### config.mk
export PLATFORM = sky130hd
export DESIGN_NAME = uag_port
export DESIGN_NICKNAME = d
export VERILOG_FILES = /design/src/hdl/uag_pkg.sv /design/src/hdl/uag_sync.sv /design/src/hdl/uag_ahb_slave.sv /design/src/hdl/uag_port.sv
export SDC_FILE = /design/constraint.sdc
export NUM_CORES = 1
export LEC_CHECK = 0
export BUFFER_PORTS_ARGS = -buffer_cell sky130_fd_sc_hd__buf_2
export CORE_AREA = 2 2 94 96
export CTS_CLUSTER_DIAMETER = 80
export CTS_CLUSTER_SIZE = 30
export DETAILED_ROUTE_END_ITERATION = 8
export DIE_AREA = 0 0 96 98
export PLACE_DENSITY_LB_ADDON = 0.15
export SKIP_LAST_GASP = 1
export SYNTH_ARGS = -nofsm -noshare
export SYNTH_HDL_FRONTEND = slang
export SYNTH_SLANG_ARGS = --single-unit
### constraint.sdc
create_clock -name hclk -period 1.9 [get_ports hclk]
set_input_delay 0.095 -clock hclk [delete_from_list [all_inputs] [get_ports hclk]]
set_output_delay 0.095 -clock hclk [all_outputs]
set_load 0.01 [all_outputs]
### src/hdl/uag_pkg.sv
// Shared constants and carrier types for the upper address pin port.
// Assumes a 40 MHz system clock and a byte-wide register file on AHB-Lite.

package uag_pkg;

  ////////////////////////////////////////////////////////////////////////////
  // Widths
  localparam int UAG_W = 8;

  // Register indices; byte address is four times the index
  localparam logic [15:0] UAG_IDX_DIR   = 16'hffc1;
  localparam logic [15:0] UAG_IDX_LATCH = 16'hffc3;
  localparam logic [15:0] UAG_IDX_PULL  = 16'hffd8;
  localparam logic [17:0] UAG_ADDR_DIR   = {UAG_IDX_DIR, 2'h0};
  localparam logic [17:0] UAG_ADDR_LATCH = {UAG_IDX_LATCH, 2'h0};
  localparam logic [17:0] UAG_ADDR_PULL  = {UAG_IDX_PULL, 2'h0};

  ////////////////////////////////////////////////////////////////////////////
  // Values after reset and fixed read values
  localparam logic [7:0] UAG_DIR_RST_EXP = 8'hff;
  localparam logic [7:0] UAG_DIR_RST_GP  = 8'h00;
  localparam logic [7:0] UAG_LATCH_RST   = 8'h00;
  localparam logic [7:0] UAG_PULL_RST    = 8'h00;
  localparam logic [7:0] UAG_DIR_READ    = 8'hff;
  localparam logic [7:0] UAG_ZERO8       = 8'h00;
  localparam logic [23:0] UAG_PAD24      = 24'h00_0000;

  // Operating mode codes
  localparam logic [2:0] UAG_MODE_NONE = 3'h0;
  localparam logic [2:0] UAG_MODE_1    = 3'h1;
  localparam logic [2:0] UAG_MODE_4    = 3'h4;
  localparam logic [2:0] UAG_MODE_5    = 3'h5;
  localparam logic [2:0] UAG_MODE_6    = 3'h6;
  localparam logic [2:0] UAG_MODE_7    = 3'h7;

  // Pins carrying row/column bits when DRAM sits in area three
  localparam int UAG_DRAM_BITS = 2;

  ////////////////////////////////////////////////////////////////////////////
  // Carrier types
  typedef enum logic [1:0]
  {
    UAG_SEL_NONE  = 2'h0,
    UAG_SEL_DIR   = 2'h1,
    UAG_SEL_LATCH = 2'h2,
    UAG_SEL_PULL  = 2'h3
  } uag_sel_t;

  typedef struct packed
  {
    logic       wr;
    logic       rd;
    uag_sel_t   sel;
    logic [7:0] wdata;
  } uag_req_t;

  typedef enum logic [1:0]
  {
    UAG_SL_IDLE   = 2'h0,
    UAG_SL_WRITE  = 2'h1,
    UAG_SL_RDWAIT = 2'h2,
    UAG_SL_RDDONE = 2'h3
  } uag_slv_state_t;

endpackage

### src/hdl/uag_sync.sv
// Two-stage level synchroniser for pin inputs.
// Assumes the inputs are slow levels; the first stage feeds only the second.
`timescale 1ns/10ps

module uag_sync
  import uag_pkg::*;
#(
  parameter int WIDTH = 1
)
(
  // Clock and reset
  input  wire logic             hclk,
  input  wire logic             hresetn,
  // Levels
  input  wire logic [WIDTH-1:0] async_in,
  output logic      [WIDTH-1:0] sync_out
);

  typedef struct packed
  {
    logic [WIDTH-1:0] meta;
    logic [WIDTH-1:0] stable;
  } uag_sync_state_t;

  uag_sync_state_t s;
  uag_sync_state_t next_s;

  ////////////////////////////////////////////////////////////////////////////
  // Stage chain
  always_comb
  begin
    next_s.meta   = async_in;
    next_s.stable = s.meta;
  end

  // Constant reset only
  always_ff @(posedge hclk or negedge hresetn)
  begin
    if (!hresetn)
      s <= '0;
    else
      s <= next_s;
  end

  assign sync_out = s.stable;

endmodule

### src/hdl/uag_ahb_slave.sv
// AHB-Lite slave front end for the byte registers of the port.
// Assumes single whole-word transfers; writes take no wait state, reads one.
`timescale 1ns/10ps

module uag_ahb_slave
  import uag_pkg::*;
(
  // Clock and reset
  input  wire logic        hclk,
  input  wire logic        hresetn,
  // AHB-Lite
  input  wire logic        hsel,
  input  wire logic [31:0] haddr,
  input  wire logic [1:0]  htrans,
  input  wire logic        hwrite,
  input  wire logic [2:0]  hsize,
  input  wire logic [31:0] hwdata,
  input  wire logic        hready,
  output logic             hreadyout,
  output logic             hresp,
  output logic      [31:0] hrdata,
  // Core side
  output uag_req_t         req,
  input  wire logic [7:0]  rdata
);

  typedef struct packed
  {
    uag_slv_state_t st;
    uag_sel_t       sel;
    logic [31:0]    rd;
  } uag_slv_t;

  uag_slv_t s;
  uag_slv_t next_s;
  logic     accept;
  uag_sel_t dec;

  ////////////////////////////////////////////////////////////////////////////
  // Address decode; upper address bits are not compared
  always_comb
  begin
    case (haddr[17:0])
      UAG_ADDR_DIR:   dec = UAG_SEL_DIR;
      UAG_ADDR_LATCH: dec = UAG_SEL_LATCH;
      UAG_ADDR_PULL:  dec = UAG_SEL_PULL;
      default:        dec = UAG_SEL_NONE;
    endcase
  end

  assign accept = hsel && htrans[1] && hready;

  // Read wait state lets a write just before a read land first
  always_comb
  begin
    next_s = s;
    case (s.st)
      UAG_SL_RDWAIT:
      begin
        next_s.rd = {UAG_PAD24, rdata};
        next_s.st = UAG_SL_RDDONE;
      end
      UAG_SL_IDLE, UAG_SL_WRITE, UAG_SL_RDDONE:
      begin
        if (accept)
        begin
          next_s.sel = dec;
          next_s.st  = hwrite ? UAG_SL_WRITE : UAG_SL_RDWAIT;
        end
        else
          next_s.st = UAG_SL_IDLE;
      end
      default:
        next_s.st = UAG_SL_IDLE;
    endcase
  end

  always_ff @(posedge hclk or negedge hresetn)
  begin
    if (!hresetn)
      s <= '{UAG_SL_IDLE, UAG_SEL_NONE, 32'h0000_0000};
    else
      s <= next_s;
  end

  ////////////////////////////////////////////////////////////////////////////
  // Core strobes and bus answers
  assign req.wr    = (s.st == UAG_SL_WRITE);
  assign req.rd    = (s.st == UAG_SL_RDWAIT);
  assign req.sel   = s.sel;
  assign req.wdata = hwdata[7:0];
  assign hreadyout = (s.st != UAG_SL_RDWAIT);
  assign hresp     = 1'b0;
  assign hrdata    = s.rd;

endmodule

### src/hdl/uag_port.sv
// Upper address / general purpose pin port, eight pins, top level.
// Assumes mode and hardware standby arrive as pins; software standby,
// the upper address byte and the DRAM controls come from on-chip logic
// on hclk. Pin levels are resolved outside from pin_out and pin_oe.
//
// Function
// - Modes 1-4: all pins drive upper address
// - Modes 5-6: direction one address, zero input
// - Modes 5-6: all pins input after reset
// - Mode 7: direction one output, zero input
// - Modes 1-4: direction fixed ones, writes ignored
// - Modes 5-7: direction write only, reads ones
// - Reset/hardware standby: direction FF or 00
// - Software standby: direction kept, outputs held
// - Output latch stored, driven on general outputs
// - Latch read: latch if output, else pin
// - Latch clears on reset and hardware standby, kept in software standby
// - Modes 5-7: pull-up needs input and enable
// - Pull-ups off modes 1-4, reset, hardware standby
// - Pull-up enable readable, cleared, kept
// - DRAM in area three: low pins row/column
// - Conditional pull-up: enable one, direction zero
//
// Decided for this implementation: the AHB-Lite slave port.
`timescale 1ns/10ps

module uag_port
  import uag_pkg::*;
(
  // Clock and reset
  input  wire logic        hclk,
  input  wire logic        hresetn,
  // AHB-Lite register bus
  input  wire logic        hsel,
  input  wire logic [31:0] haddr,
  input  wire logic [1:0]  htrans,
  input  wire logic        hwrite,
  input  wire logic [2:0]  hsize,
  input  wire logic [31:0] hwdata,
  input  wire logic        hready,
  output logic             hreadyout,
  output logic             hresp,
  output logic      [31:0] hrdata,
  // Chip operating state
  input  wire logic [2:0]  mode_pins,
  input  wire logic        hw_standby,
  input  wire logic        sw_standby,
  // Bus controller and DRAM refresh side
  input  wire logic [7:0]  upper_address_out,
  input  wire logic        dram_area3,
  input  wire logic        dram_cycle,
  input  wire logic [1:0]  dram_rowcol,
  // Package pins
  input  wire logic [7:0]  pin_in,
  output logic      [7:0]  pin_out,
  output logic      [7:0]  pin_oe,
  output logic      [7:0]  pullup_on
);

  ////////////////////////////////////////////////////////////////////////////
  // State of the port
  typedef struct packed
  {
    logic [7:0] direction_bits;
    logic [7:0] latch_bits;
    logic [7:0] pullup_bits;
    logic [7:0] drive;
    logic [7:0] oe;
    logic [7:0] pull;
  } uag_port_t;

  uag_port_t  s;
  uag_port_t  next_s;

  uag_req_t   req;
  logic [7:0] rdata;
  logic [2:0] mode;
  logic       hws;
  logic [7:0] pin_sync;
  logic [7:0] addr_eff;

  // Next register values, kept apart from next_s so that the register
  // update and the pin update each own what they write
  logic [7:0] next_dir;
  logic [7:0] next_latch;
  logic [7:0] next_pull;

  // Mode group decodes
  logic       mode_known;
  logic       mode_exp;
  logic       mode_rom;
  logic       mode_gp;
  logic       mode_cond;

  // Per-pin drive decisions on the next register values
  logic [7:0] use_addr;
  logic [7:0] use_latch;
  logic [7:0] want_drive;
  logic [7:0] want_oe;
  logic [7:0] want_pull;

  ////////////////////////////////////////////////////////////////////////////
  // Bus slave
  uag_ahb_slave u_slave
  (
    .hclk      (hclk),
    .hresetn   (hresetn),
    .hsel      (hsel),
    .haddr     (haddr),
    .htrans    (htrans),
    .hwrite    (hwrite),
    .hsize     (hsize),
    .hwdata    (hwdata),
    .hready    (hready),
    .hreadyout (hreadyout),
    .hresp     (hresp),
    .hrdata    (hrdata),
    .req       (req),
    .rdata     (rdata)
  );

  ////////////////////////////////////////////////////////////////////////////
  // Pin-side inputs pass two flops before use
  uag_sync #(.WIDTH(12)) u_sync
  (
    .hclk     (hclk),
    .hresetn  (hresetn),
    .async_in ({mode_pins, hw_standby, pin_in}),
    .sync_out ({mode, hws, pin_sync})
  );

  ////////////////////////////////////////////////////////////////////////////
  // Mode groups; code zero is seen only while the strap sync fills,
  // and keeps the port quiet so modes 5-7 never see stray drive
  always_comb
  begin
    mode_known = (mode != UAG_MODE_NONE);
    mode_exp   = (mode >= UAG_MODE_1) && (mode <= UAG_MODE_4);
    mode_rom   = (mode == UAG_MODE_5) || (mode == UAG_MODE_6);
    mode_gp    = (mode == UAG_MODE_7);
    mode_cond  = mode_rom || mode_gp;
  end

  ////////////////////////////////////////////////////////////////////////////
  // Address byte, with row/column bits on the two low pins for DRAM;
  // the swap is combinational, so it reaches the pins with the same
  // one-cycle lag as the rest of the address byte
  always_comb
  begin
    addr_eff = upper_address_out;
    if (dram_area3 && dram_cycle)
      addr_eff[UAG_DRAM_BITS-1:0] = dram_rowcol;
  end

  ////////////////////////////////////////////////////////////////////////////
  // Register read mux; direction never shows its stored value.
  // Input bits come from the synced pins, so a level read here is two
  // cycles old: the price of keeping metastability off the bus
  always_comb
  begin
    case (req.sel)
      UAG_SEL_DIR:
        rdata = UAG_DIR_READ;
      UAG_SEL_LATCH:
        rdata = (s.direction_bits & s.latch_bits)
              | (~s.direction_bits & pin_sync);
      UAG_SEL_PULL:
        rdata = s.pullup_bits;
      default:
        rdata = UAG_ZERO8;
    endcase
  end

  ////////////////////////////////////////////////////////////////////////////
  // Register updates
  always_comb
  begin
    next_dir   = s.direction_bits;
    next_latch = s.latch_bits;
    next_pull  = s.pullup_bits;

    // Bus writes act on the edge that ends the data phase
    if (req.wr)
    begin
      case (req.sel)
        UAG_SEL_DIR:
          if (mode_cond)
            next_dir = req.wdata;
        UAG_SEL_LATCH:
          next_latch = req.wdata;
        UAG_SEL_PULL:
          next_pull = req.wdata;
        default:
          next_latch = s.latch_bits;
      endcase
    end

    // Address-only modes pin the direction at ones; a write landing in
    // the same cycle loses, so the pins never see a stray input
    if (mode_exp)
      next_dir = UAG_DIR_RST_EXP;
    else if (!mode_known)
      next_dir = UAG_DIR_RST_GP;

    // Hardware standby acts like a held reset and beats any write
    if (hws)
    begin
      next_dir   = mode_exp ? UAG_DIR_RST_EXP
                            : UAG_DIR_RST_GP;
      next_latch = UAG_LATCH_RST;
      next_pull  = UAG_PULL_RST;
    end
  end

  ////////////////////////////////////////////////////////////////////////////
  // Per-pin function select, taken from the next register values so a
  // written bit reaches its pin on the same edge as the register
  genvar gi;
  generate
    for (gi = 0; gi < UAG_W; gi++)
    begin : g_pin
      // Address drive: always in 1-4, by direction bit in 5-6
      assign use_addr[gi] = mode_exp
                         || (mode_rom && next_dir[gi]);
      // Latch drive only in single-chip mode with direction one
      assign use_latch[gi] = mode_gp
                          && next_dir[gi];
      assign want_drive[gi] = use_addr[gi] ? addr_eff[gi]
                                           : next_latch[gi];
      assign want_oe[gi] = use_addr[gi] || use_latch[gi];
      // Pull-up only on an input with its enable bit set
      assign want_pull[gi] = mode_cond
                          && !next_dir[gi]
                          && next_pull[gi];
    end
  endgenerate

  ////////////////////////////////////////////////////////////////////////////
  // Pin register updates
  always_comb
  begin
    // Register part of the next state
    next_s.direction_bits = next_dir;
    next_s.latch_bits     = next_latch;
    next_s.pullup_bits    = next_pull;

    // Pin part, from the per-pin selects
    next_s.drive = want_drive;
    next_s.oe    = want_oe;
    next_s.pull  = want_pull;

    // Software standby freezes the pins at their present levels;
    // the pull-ups still follow their conditional setting
    if (sw_standby)
    begin
      next_s.drive = s.drive;
      next_s.oe    = s.oe;
    end

    // Hardware standby floats every pin and drops every pull-up
    if (hws || !mode_known)
    begin
      next_s.drive = UAG_ZERO8;
      next_s.oe    = UAG_ZERO8;
      next_s.pull  = UAG_ZERO8;
    end
  end

  ////////////////////////////////////////////////////////////////////////////
  // State register; constant reset, direction settles by mode later.
  // The strap is not yet known under reset, so the direction starts at
  // zeros and modes 1-4 load ones once the synced mode shows
  always_ff @(posedge hclk or negedge hresetn)
  begin
    if (!hresetn)
    begin
      s.direction_bits <= UAG_DIR_RST_GP;
      s.latch_bits     <= UAG_LATCH_RST;
      s.pullup_bits    <= UAG_PULL_RST;
      s.drive          <= UAG_ZERO8;
      s.oe             <= UAG_ZERO8;
      s.pull           <= UAG_ZERO8;
    end
    else
      s <= next_s;
  end

  ////////////////////////////////////////////////////////////////////////////
  // Pin outputs straight from flops
  assign pin_out   = s.drive;
  assign pin_oe    = s.oe;
  assign pullup_on = s.pull;

endmodule

# --- Yosys cells after proc, flatten, opt, wreduce, memory -nomap -nowiden ---
# Index checks and enable logic that the tools add are counted.
word_totals:
  regBits: 84
  out_inout_bits: 58
  wordCells: 128
op_classes:
  n_mux: 29
  eq_ne: 14
  n_lt_le_gt_ge: 2
  reduce_logical: 68
  bitwise: 4
ops:
  columns: ["cell", "n"]
  rows:
  - ["8-bit 2-to-1 mux", 13]
  - ["18-bit equality test (second input constant)", 3]
  - ["1-bit logical AND", 36]
  - ["24-bit 2-to-1 mux", 1]
  - ["8-bit one-hot mux with 3 select lines", 1]
  - ["1-bit logical OR", 19]
  - ["8-bit bitwise AND", 2]
  - ["16-bit 2-to-1 mux", 1]
  - ["3-bit equality test (second input constant)", 3]
  - ["1-bit logical NOT", 9]
  - ["2-bit equality test (second input constant)", 4]
  - ["1-bit 2-to-1 mux", 8]
  - ["8-bit inverter", 1]
  - ["8-bit bitwise OR", 1]
  - ["2-bit 2-to-1 mux", 3]
  - ["2-bit one-hot mux with 3 select lines", 1]
  - ["2-bit by 1-bit equality test with 1-bit output (second input constant)", 2]
  - ["2-bit one-hot mux with 2 select lines", 1]
  - ["3-bit by 1-bit >= comparator with 1-bit output (second input constant)", 1]
  - ["3-bit <= comparator (second input constant)", 1]
  - ["3-bit nonzero test", 1]
  - ["3-bit OR reduction", 1]
  - ["2-bit logical NOT", 1]
  - ["2-bit by 1-bit != test with 1-bit output (second input constant)", 1]
  - ["other kinds (2)", 2]

# --- Longest topological paths before layout ---
# Gate-level depths: netlist (run 1).
depth:
  ltp_word: 14
  mapped_depth: 7
  mapped_depth_nobuf: 5

# --- By module ---
# A second synthesis (run 1) with hierarchy kept.
unflattened:
  cells_unflattened: 390
  area_unflattened_um2: 4077.7
modules_own_cells:
  columns: ["mod", "cells_per_inst", "area_per_inst_um2", "n_inst", "seq_area_each_um2"]
  rows:
  - ["uag_port", 262, 2601.2, 1, 1201.2]
  - ["uag_ahb_slave", 104, 875.8, 1, 300.3]
  - ["uag_sync", 24, 600.6, 1, 600.6]

# --- Least setup slack after synthesis (run 1) ---
# No wires, ideal clock.
synth_timing:
  path_kind: "register -> register"
  startpoint: "register u_sync.s (netlist bit u_sync.sync_out[10])"
  endpoint: "register s (netlist bit pin_out[2])"
  setup_ps: 144
  n_path_buf: 1
  required_time_ps: 1756
  setup_slack_ps: 277
  arrival_ps: 1479
  path_stages_with_launch: 7
  cell_sequence: "dfrtp_1 -> o21a_2 -> or2_1 -> buf_6 -> a31oi_1 -> mux2i_1 -> a211oi_2"
synth_between:
  elab_chain_cells: 14
synth_rtl:
  columns: ["item", "line_no", "source"]
  rows:
  - ["start, declared", "uag_sync.sv:25", "uag_sync_state_t s;"]
  - ["start signal, assigned", "uag_sync.sv:42", "s <= next_s;"]
  - ["3-bit equality test", "uag_port.sv:139", "mode_rom = (mode == UAG_MODE_5) || (mode == UAG_MODE_6);"]
  - ["1-bit logical OR", "uag_port.sv:139", null]
  - ["1-bit logical OR", "uag_port.sv:141", "mode_cond = mode_rom || mode_gp;"]
  - ["8-bit 2-to-1 mux", "uag_port.sv:187", "if (mode_cond)"]
  - ["8-bit 2-to-1 mux", "uag_port.sv:185", "case (req.sel)"]
  - ["8-bit 2-to-1 mux", "uag_port.sv:183", "if (req.wr)"]
  - ["8-bit 2-to-1 mux", "uag_port.sv:202", "else if (!mode_known)"]
  - ["8-bit 2-to-1 mux", "uag_port.sv:200", "if (mode_exp)"]
  - ["8-bit 2-to-1 mux", "uag_port.sv:206", "if (hws)"]
  - ["1-bit logical AND", "uag_port.sv:224", "|| (mode_rom && next_dir[gi]);"]
  - ["1-bit logical OR", "uag_port.sv:224", null]
  - ["1-bit 2-to-1 mux", "uag_port.sv:228", "assign want_drive[gi] = use_addr[gi] ? addr_eff[gi]"]
  - ["16-bit 2-to-1 mux", "uag_port.sv:254", "if (sw_standby)"]
  - ["24-bit 2-to-1 mux", "uag_port.sv:261", "if (hws || !mode_known)"]
  - ["end signal, assigned", "uag_port.sv:285", "s <= next_s;"]
  - ["end, declared", "uag_port.sv:72", "uag_port_t s;"]
# Several ways; a longest one is shown, not always the timed one. The select of a mux whose other input is x is not followed.
# A chain may end at the register's enable or synchronous reset.

# --- Worst setup path after layout (run 1) ---
layout_timing:
  startpoint: "register u_sync.s (netlist bit u_sync.sync_out[10])"
  endpoint: "register s (netlist bit pin_out[4])"
# Same word-level chain as after synthesis.

==> flow_summary.ini, run 1 <==
[placement]
port_buffers = 89
dpl-instance-area_sq_mm = 0.004309
post-place-ws_ns = 0.03438
place_hpwl_um = 6451
gp_congestion = 0.7972
dp.cells = 547

[drt]
first_iter_violations = 108
dr.pass1.iters = 4
drc = 0
routedWlPerCell_um = 15.32
vias = 2928
wirelength_um = 8855
drtAntennaViolNets = 0
routed_via_density = 5.066

[floorplan]
start_util_pct = 47.68
die_y_um = 98
rows = 34
die_x_um = 96
pin_count = 157
coreArea_sq_mm = 0.008466
die_area_sq_mm = 0.009408

[sta]
skew_ns = 0.006858
final-hold-violation-count = 0
slew_violations = 0
worst_pin_slew_ns = 0.7478
layout_setup_ws_ns = 0.07895
rsz0062_at_grt = true
fmax_mhz = 549.1
relSlewSlack_pct = 50.09
final-setup-viol-count = 0
fin_crit_ns = 1.821
whs_ns = 0.02810
post-route-period-util_pct = 95.84
finalSetupTns_ns = 0

[clock_tree]
clock_latency_ns = 0.35
cts_max_path_buffers = 2
cts_tree = done
path_clk_slew_ns = 0.08
post_cts_buffers = 0
htree_levels = 3
numCtsBuffers = 9
clock-sinks = 84
root_buffer = clkbuf_8

[critical_path]
worst_ep_arrival_time_ns = 2.02
r2r_slack_ns = 0.08
endpoint_kind = flop
criticalPathCategory = reg -> reg
r2r.worst_path.cells = 5
rr_startpoint = u_sync.sync_out[10]
r2r_end = pin_out[4]
cp_cell_sequence = maj3_1 > a21o_2 > a31oi_2 > mux2i_1 > a211oi_2
crit_required_ns = 2.10
crit_slowest_cell = dfrtp_2
path_max_fanout = 7
critPathMaxStageDelay_ns = 0.45
startpoint_type = flop

[logic_synthesis]
synth_compound_area_share_pct = 13.79
synth_area_sq_mm = 0.004036
synth_top_area_share_pct = 52.08
synth_xor_area_share_pct = 0
synth-seq-cells = 84
synthFlopType = dfrtp_1
synth.area.mux_share_pct = 8.431
ys_warn_count = 0
synthMostInstantiatedCell = dfrtp_1
ys_async_sr_fraction_pct = 100.0
synth_edf_count = 0
avgSynthCellArea_sq_um = 10.38
synth_top_family_by_area = compound AO/OA/AOI/OAI gates
yosysTopAreaCell = dfrtp_1
synth_common_cells = dfrtp_1 (84), buf_4 (57), nand2_1 (45)
yosys-top-cells-area = dfrtp_1 (52%), buf_4 (11%), mux2i_1 (6.2%)
synth_cell_types = 42
synth_fa_ha_area_share_pct = 0.2480
seq_area_frac_synth_pct = 52.08
synthCells = 389
yosys.area_share.simple_pct = 12.34

[grt]
grt_pass1_vias = 2895
antenna_found_initial = 0
grt_use_total_pct = 19.85
grt-ovfl-total = 0
grt_max_degree = 45
grt_pass1_wl_um = 14190

[finish]
syn_to_final_growth_pct = 16.93
final_nets = 564
drive_above_1_share_pct = 30.43
num_antenna_cells = 0
stdcell_count = 578
design_area_sq_mm = 0.004720
fillCellCount = 790

[worst_hold_path]
worstHoldPathType = in -> reg
whs_endpoint = s[31]
whs_path_depth = 3
min_from = hwdata[7]

[power_and_ir_drop]
vdd_drop_max_uv = 472.5
leakagePower_uw = 0.002330
p_per_area_mw_per_mm2 = 800.6

[run_status]
status = finished, final reports clean

[flow_run]
cap_viol_max_count = 0
[where the power goes]
part	leakage (uW)	internal, uW	switching, uW	total [uW]
Combinational	0.00114	209	281	490
Clock	0.000112	749	618	1370
Sequential	0.00108	1860	59.3	1920
[metrics by stage]
step	total power [uW]	util, %
CTS	3801	55.29
detailed placement	2414	50.90
global route	3946	55.75
floorplan	2263	-
global placement	2406	50.90
finish	3779	55.75
[cell families after synthesis]
logic type / Yosys count
AND/OR/NAND/NOR: 106
AO/OA/AOI/OAI: 85
multiplexers: 33
buffers and inverters: 79
adder cells (fa/ha/maj): 1
flip-flops: 84
other: 1
[worst max-delay path by stage]
stage	slack, ns	start	end	cells past startpoint
CTS	0.02	u_sync.sync_out[10]	pin_out[4]	5
finish	0.08	u_sync.sync_out[10]	pin_out[4]	5
floorplan	0.28	u_sync.sync_out[10]	pin_out[2]	6
global route	-0.005	u_sync.sync_out[10]	pin_out[4]	5
detailed placement	0.03	u_sync.sync_out[10]	pin_out[4]	5
global placement	0.04	u_sync.sync_out[10]	pin_out[4]	5
[flip-flops by register name, summed over array words and instances, names as in the netlist]
register / flops
u_slave.hrdata: 8
u_slave.req: 2
pin_oe: 8
u_sync.next_s: 12
u_sync.sync_out: 12
u_slave.s: 2
pullup_on: 8
pin_out: 8
s: 24
[area by class of cell]
| type | count | area (sq um) | area share [%] |
|---|---|---|---|
| Tap cell | 108 | 135.1 | 2.863 |
| Inverter | 2 | 7.507 | 0.1591 |
| Clock buffer | 13 | 178.9 | 3.791 |
| Sequential cell | 84 | 2103 | 44.57 |
| Timing Repair Buffer | 118 | 715.7 | 15.16 |
| Multi-Input combinational cell | 250 | 1536 | 32.56 |
| Clock inverter | 3 | 42.54 | 0.9014 |
[cell usage in the layout (no fill, tap or decap), drive strengths merged, types with 4 or more instances in the layout]
cell type      n
a21oi         22
nor3           4
a211oi         9
clkbuf        13
mux2           8
nand3         10
dfrtp         84
a21o           6
o21ai         22
buf          103
conb          25
nor2          26
a31oi          8
nand2         45
dlygate4sd3   15
o31ai          9
mux2i         25
[critical path: cells and delay by family (launching register included)]
family / cells / cell delay [ns]
multiplexers: 1 / 0.28
flip-flops: 1 / 0.45
AO/OA/AOI/OAI: 3 / 0.58
adder cells (fa/ha/maj): 1 / 0.36
[what timing repair did]
action | 4_1_cts | 5_1_grt
gates resized for setup | 0 | 10
hold buffers | 15 | 0
setup endpoints to repair | 0 | 9
hold endpoints to repair | 55 | 0
[per-layer routing]
metal | routed length, um | global-route usage [%]
met1 | 3792 | 26.56
met4 | 107 | 7.253
met5 | 0 | 0
met2 | 4406 | 32.32
met3 | 548 | 3.241
Note: power is estimated with default switching activity, not from simulation.
==> run 2, diff against run 1 <==
Settings changed: CTS_CLUSTER_SIZE 30 to 20, RECOVER_POWER set to 100.
==> run 2 against run 1 <==
  * Combinational power down 2%
  * Core utilization down 0.52 points
  * Sequential power about the same
==> flow_summary.ini, run 2 (synthesis gave the netlist of run 1 again) <==
[run_status]
status = finished, final reports clean

[sta]
relSlewSlack_pct = 30.86
slew_violations = 0
worst_pin_slew_ns = 1.037
whs_ns = 0.02858
layout_setup_ws_ns = 0.07195
final-hold-violation-count = 0
fin_crit_ns = 1.828
skew_ns = 0.006074
rsz0062_at_grt = true
post-route-period-util_pct = 96.21
finalSetupTns_ns = 0
final-setup-viol-count = 0
fmax_mhz = 547.0

[placement]
gp_congestion = 0.7972
port_buffers = 89
place_hpwl_um = 6451
post-place-ws_ns = 0.03438

[floorplan]
die_x_um = 96
rows = 34
pin_count = 157
die_y_um = 98
coreArea_sq_mm = 0.008466
start_util_pct = 47.68
die_area_sq_mm = 0.009408

[power_and_ir_drop]
p_per_area_mw_per_mm2 = 805.9
p_switching_uw = 957.0
leakagePower_uw = 0.002194
p_seq_share_pct = 51.0
fin_total_pwr_uw = 3768
intPower_uw = 2811
vdd_drop_max_uv = 472.1
pwr-share-comb_pct = 12.8
clkPwrFrac_pct = 36.2
swShare_pct = 25.40

[finish]
top_register = s
syn_to_final_growth_pct = 15.84
num_antenna_cells = 0
largest_reg_flops = 24
final_nets = 564
drive_above_1_share_pct = 23.19
post-route-util_pct = 55.23
fillCellCount = 794
final_common_cell = dfrtp_1
final_cell_mix = dfrtp_1 (83), buf_2 (55), nand2_1 (45)

[grt]
grt-ovfl-total = 0
grt_pass1_wl_um = 14190
grt_pass1_vias = 2895
antenna_found_initial = 0
grt_use_total_pct = 19.85
grt_max_degree = 45

[critical_path]
worst_ep_arrival_time_ns = 2.03
endpoint_kind = flop
criticalPathCategory = reg -> reg
path_max_fanout = 7
startpoint_type = flop
crit_required_ns = 2.10

[drt]
vias = 2940
drtAntennaViolNets = 0
routedWlPerCell_um = 15.44
first_iter_violations = 120
wirelength_um = 8923
routed_via_density = 5.087
drc = 0
dr.pass1.iters = 4

[clock_tree]
cts_max_path_buffers = 2
htree_levels = 3
clock_latency_ns = 0.35
clock-sinks = 84
cts_tree = done
root_buffer = clkbuf_8
path_clk_slew_ns = 0.08
numCtsBuffers = 9

[flow_run]
cap_viol_max_count = 0

[worst_hold_path]
worstHoldPathType = in -> reg
[run 2: worst paths after layout]
check | slack, ns | endpoint | cells after the start | start
setup / recovery | 0.07 | pin_out[4] | 5 | u_sync.sync_out[10]
hold / removal | 0.03 | s[31] | 3 | hwdata[7]
setup reg to reg | 0.07 | pin_out[4] | 5 | u_sync.sync_out[10]
hold reg to reg | 0.35 | u_sync.sync_out[4] | 0 | u_sync.next_s[4]
max in group asynchronous | 0.65 | u_sync.sync_out[10] | 3 | hresetn
min in group asynchronous | 0.44 | u_slave.s[34] | 2 | hresetn
[run 2: what timing repair did]
action / CTS / global route
endpoints found under the setup margin: 0 / 9
gates resized for setup: 0 / 10
hold endpoints to repair: 55 / 0
hold buffers: 15 / 0
buffers inserted: 0 / 0
[run 2: layout make-up]
| class | count | area, sq um | share of cell area [%] |
|---|---|---|---|
| flip-flops and latches | 84 | 2103 | 44.98 |
| multi-input cells | 250 | 1536 | 32.86 |
| repair buffers | 118 | 671.9 | 14.37 |
| clock buffers | 13 | 178.9 | 3.827 |
| well taps | 108 | 135.1 | 2.890 |
| clock inverters | 3 | 42.54 | 0.9098 |
| inverters | 2 | 7.507 | 0.1606 |
[run 2: critical path, stage by stage (launching register included)]
cell and delay (ns):
dfrtp_2 0.45, maj3_1 0.36, a21o_2 0.31, a31oi_2 0.19, mux2i_1 0.28, a211oi_2 0.10
[run 2: through the flow]
step | std cells | instance area [sq um]
floorplan | 413 | 4126
global placement | 547 | 4309
detailed placement | 547 | 4309
CTS | 578 | 4681
global route | 578 | 4676
finish | 578 | 4676
[run 2: power by group through the flow]
| stage | Combinational [uW] | Clock (uW) | Sequential (uW) |
|---|---|---|---|
| after floorplan | 327 | 0 | 1940 |
| after global placement | 452 | 0 | 1950 |
| after detailed placement | 456 | 0 | 1960 |
| after CTS | 481 | 1400 | 1920 |
| after global routing | 538 | 1470 | 1930 |
| final | 482 | 1360 | 1920 |
[run 2: routing by layer]
layer	routed length, um	vias to the layer above	share of wire (%)	track usage [%]
li1	-	1421	-	-
met1	3871	1411	43	26.56
met2	4414	97	49	32.32
met3	539	11	6.0	3.241
met4	98	0	1.1	7.253
met5	0	-	0	0
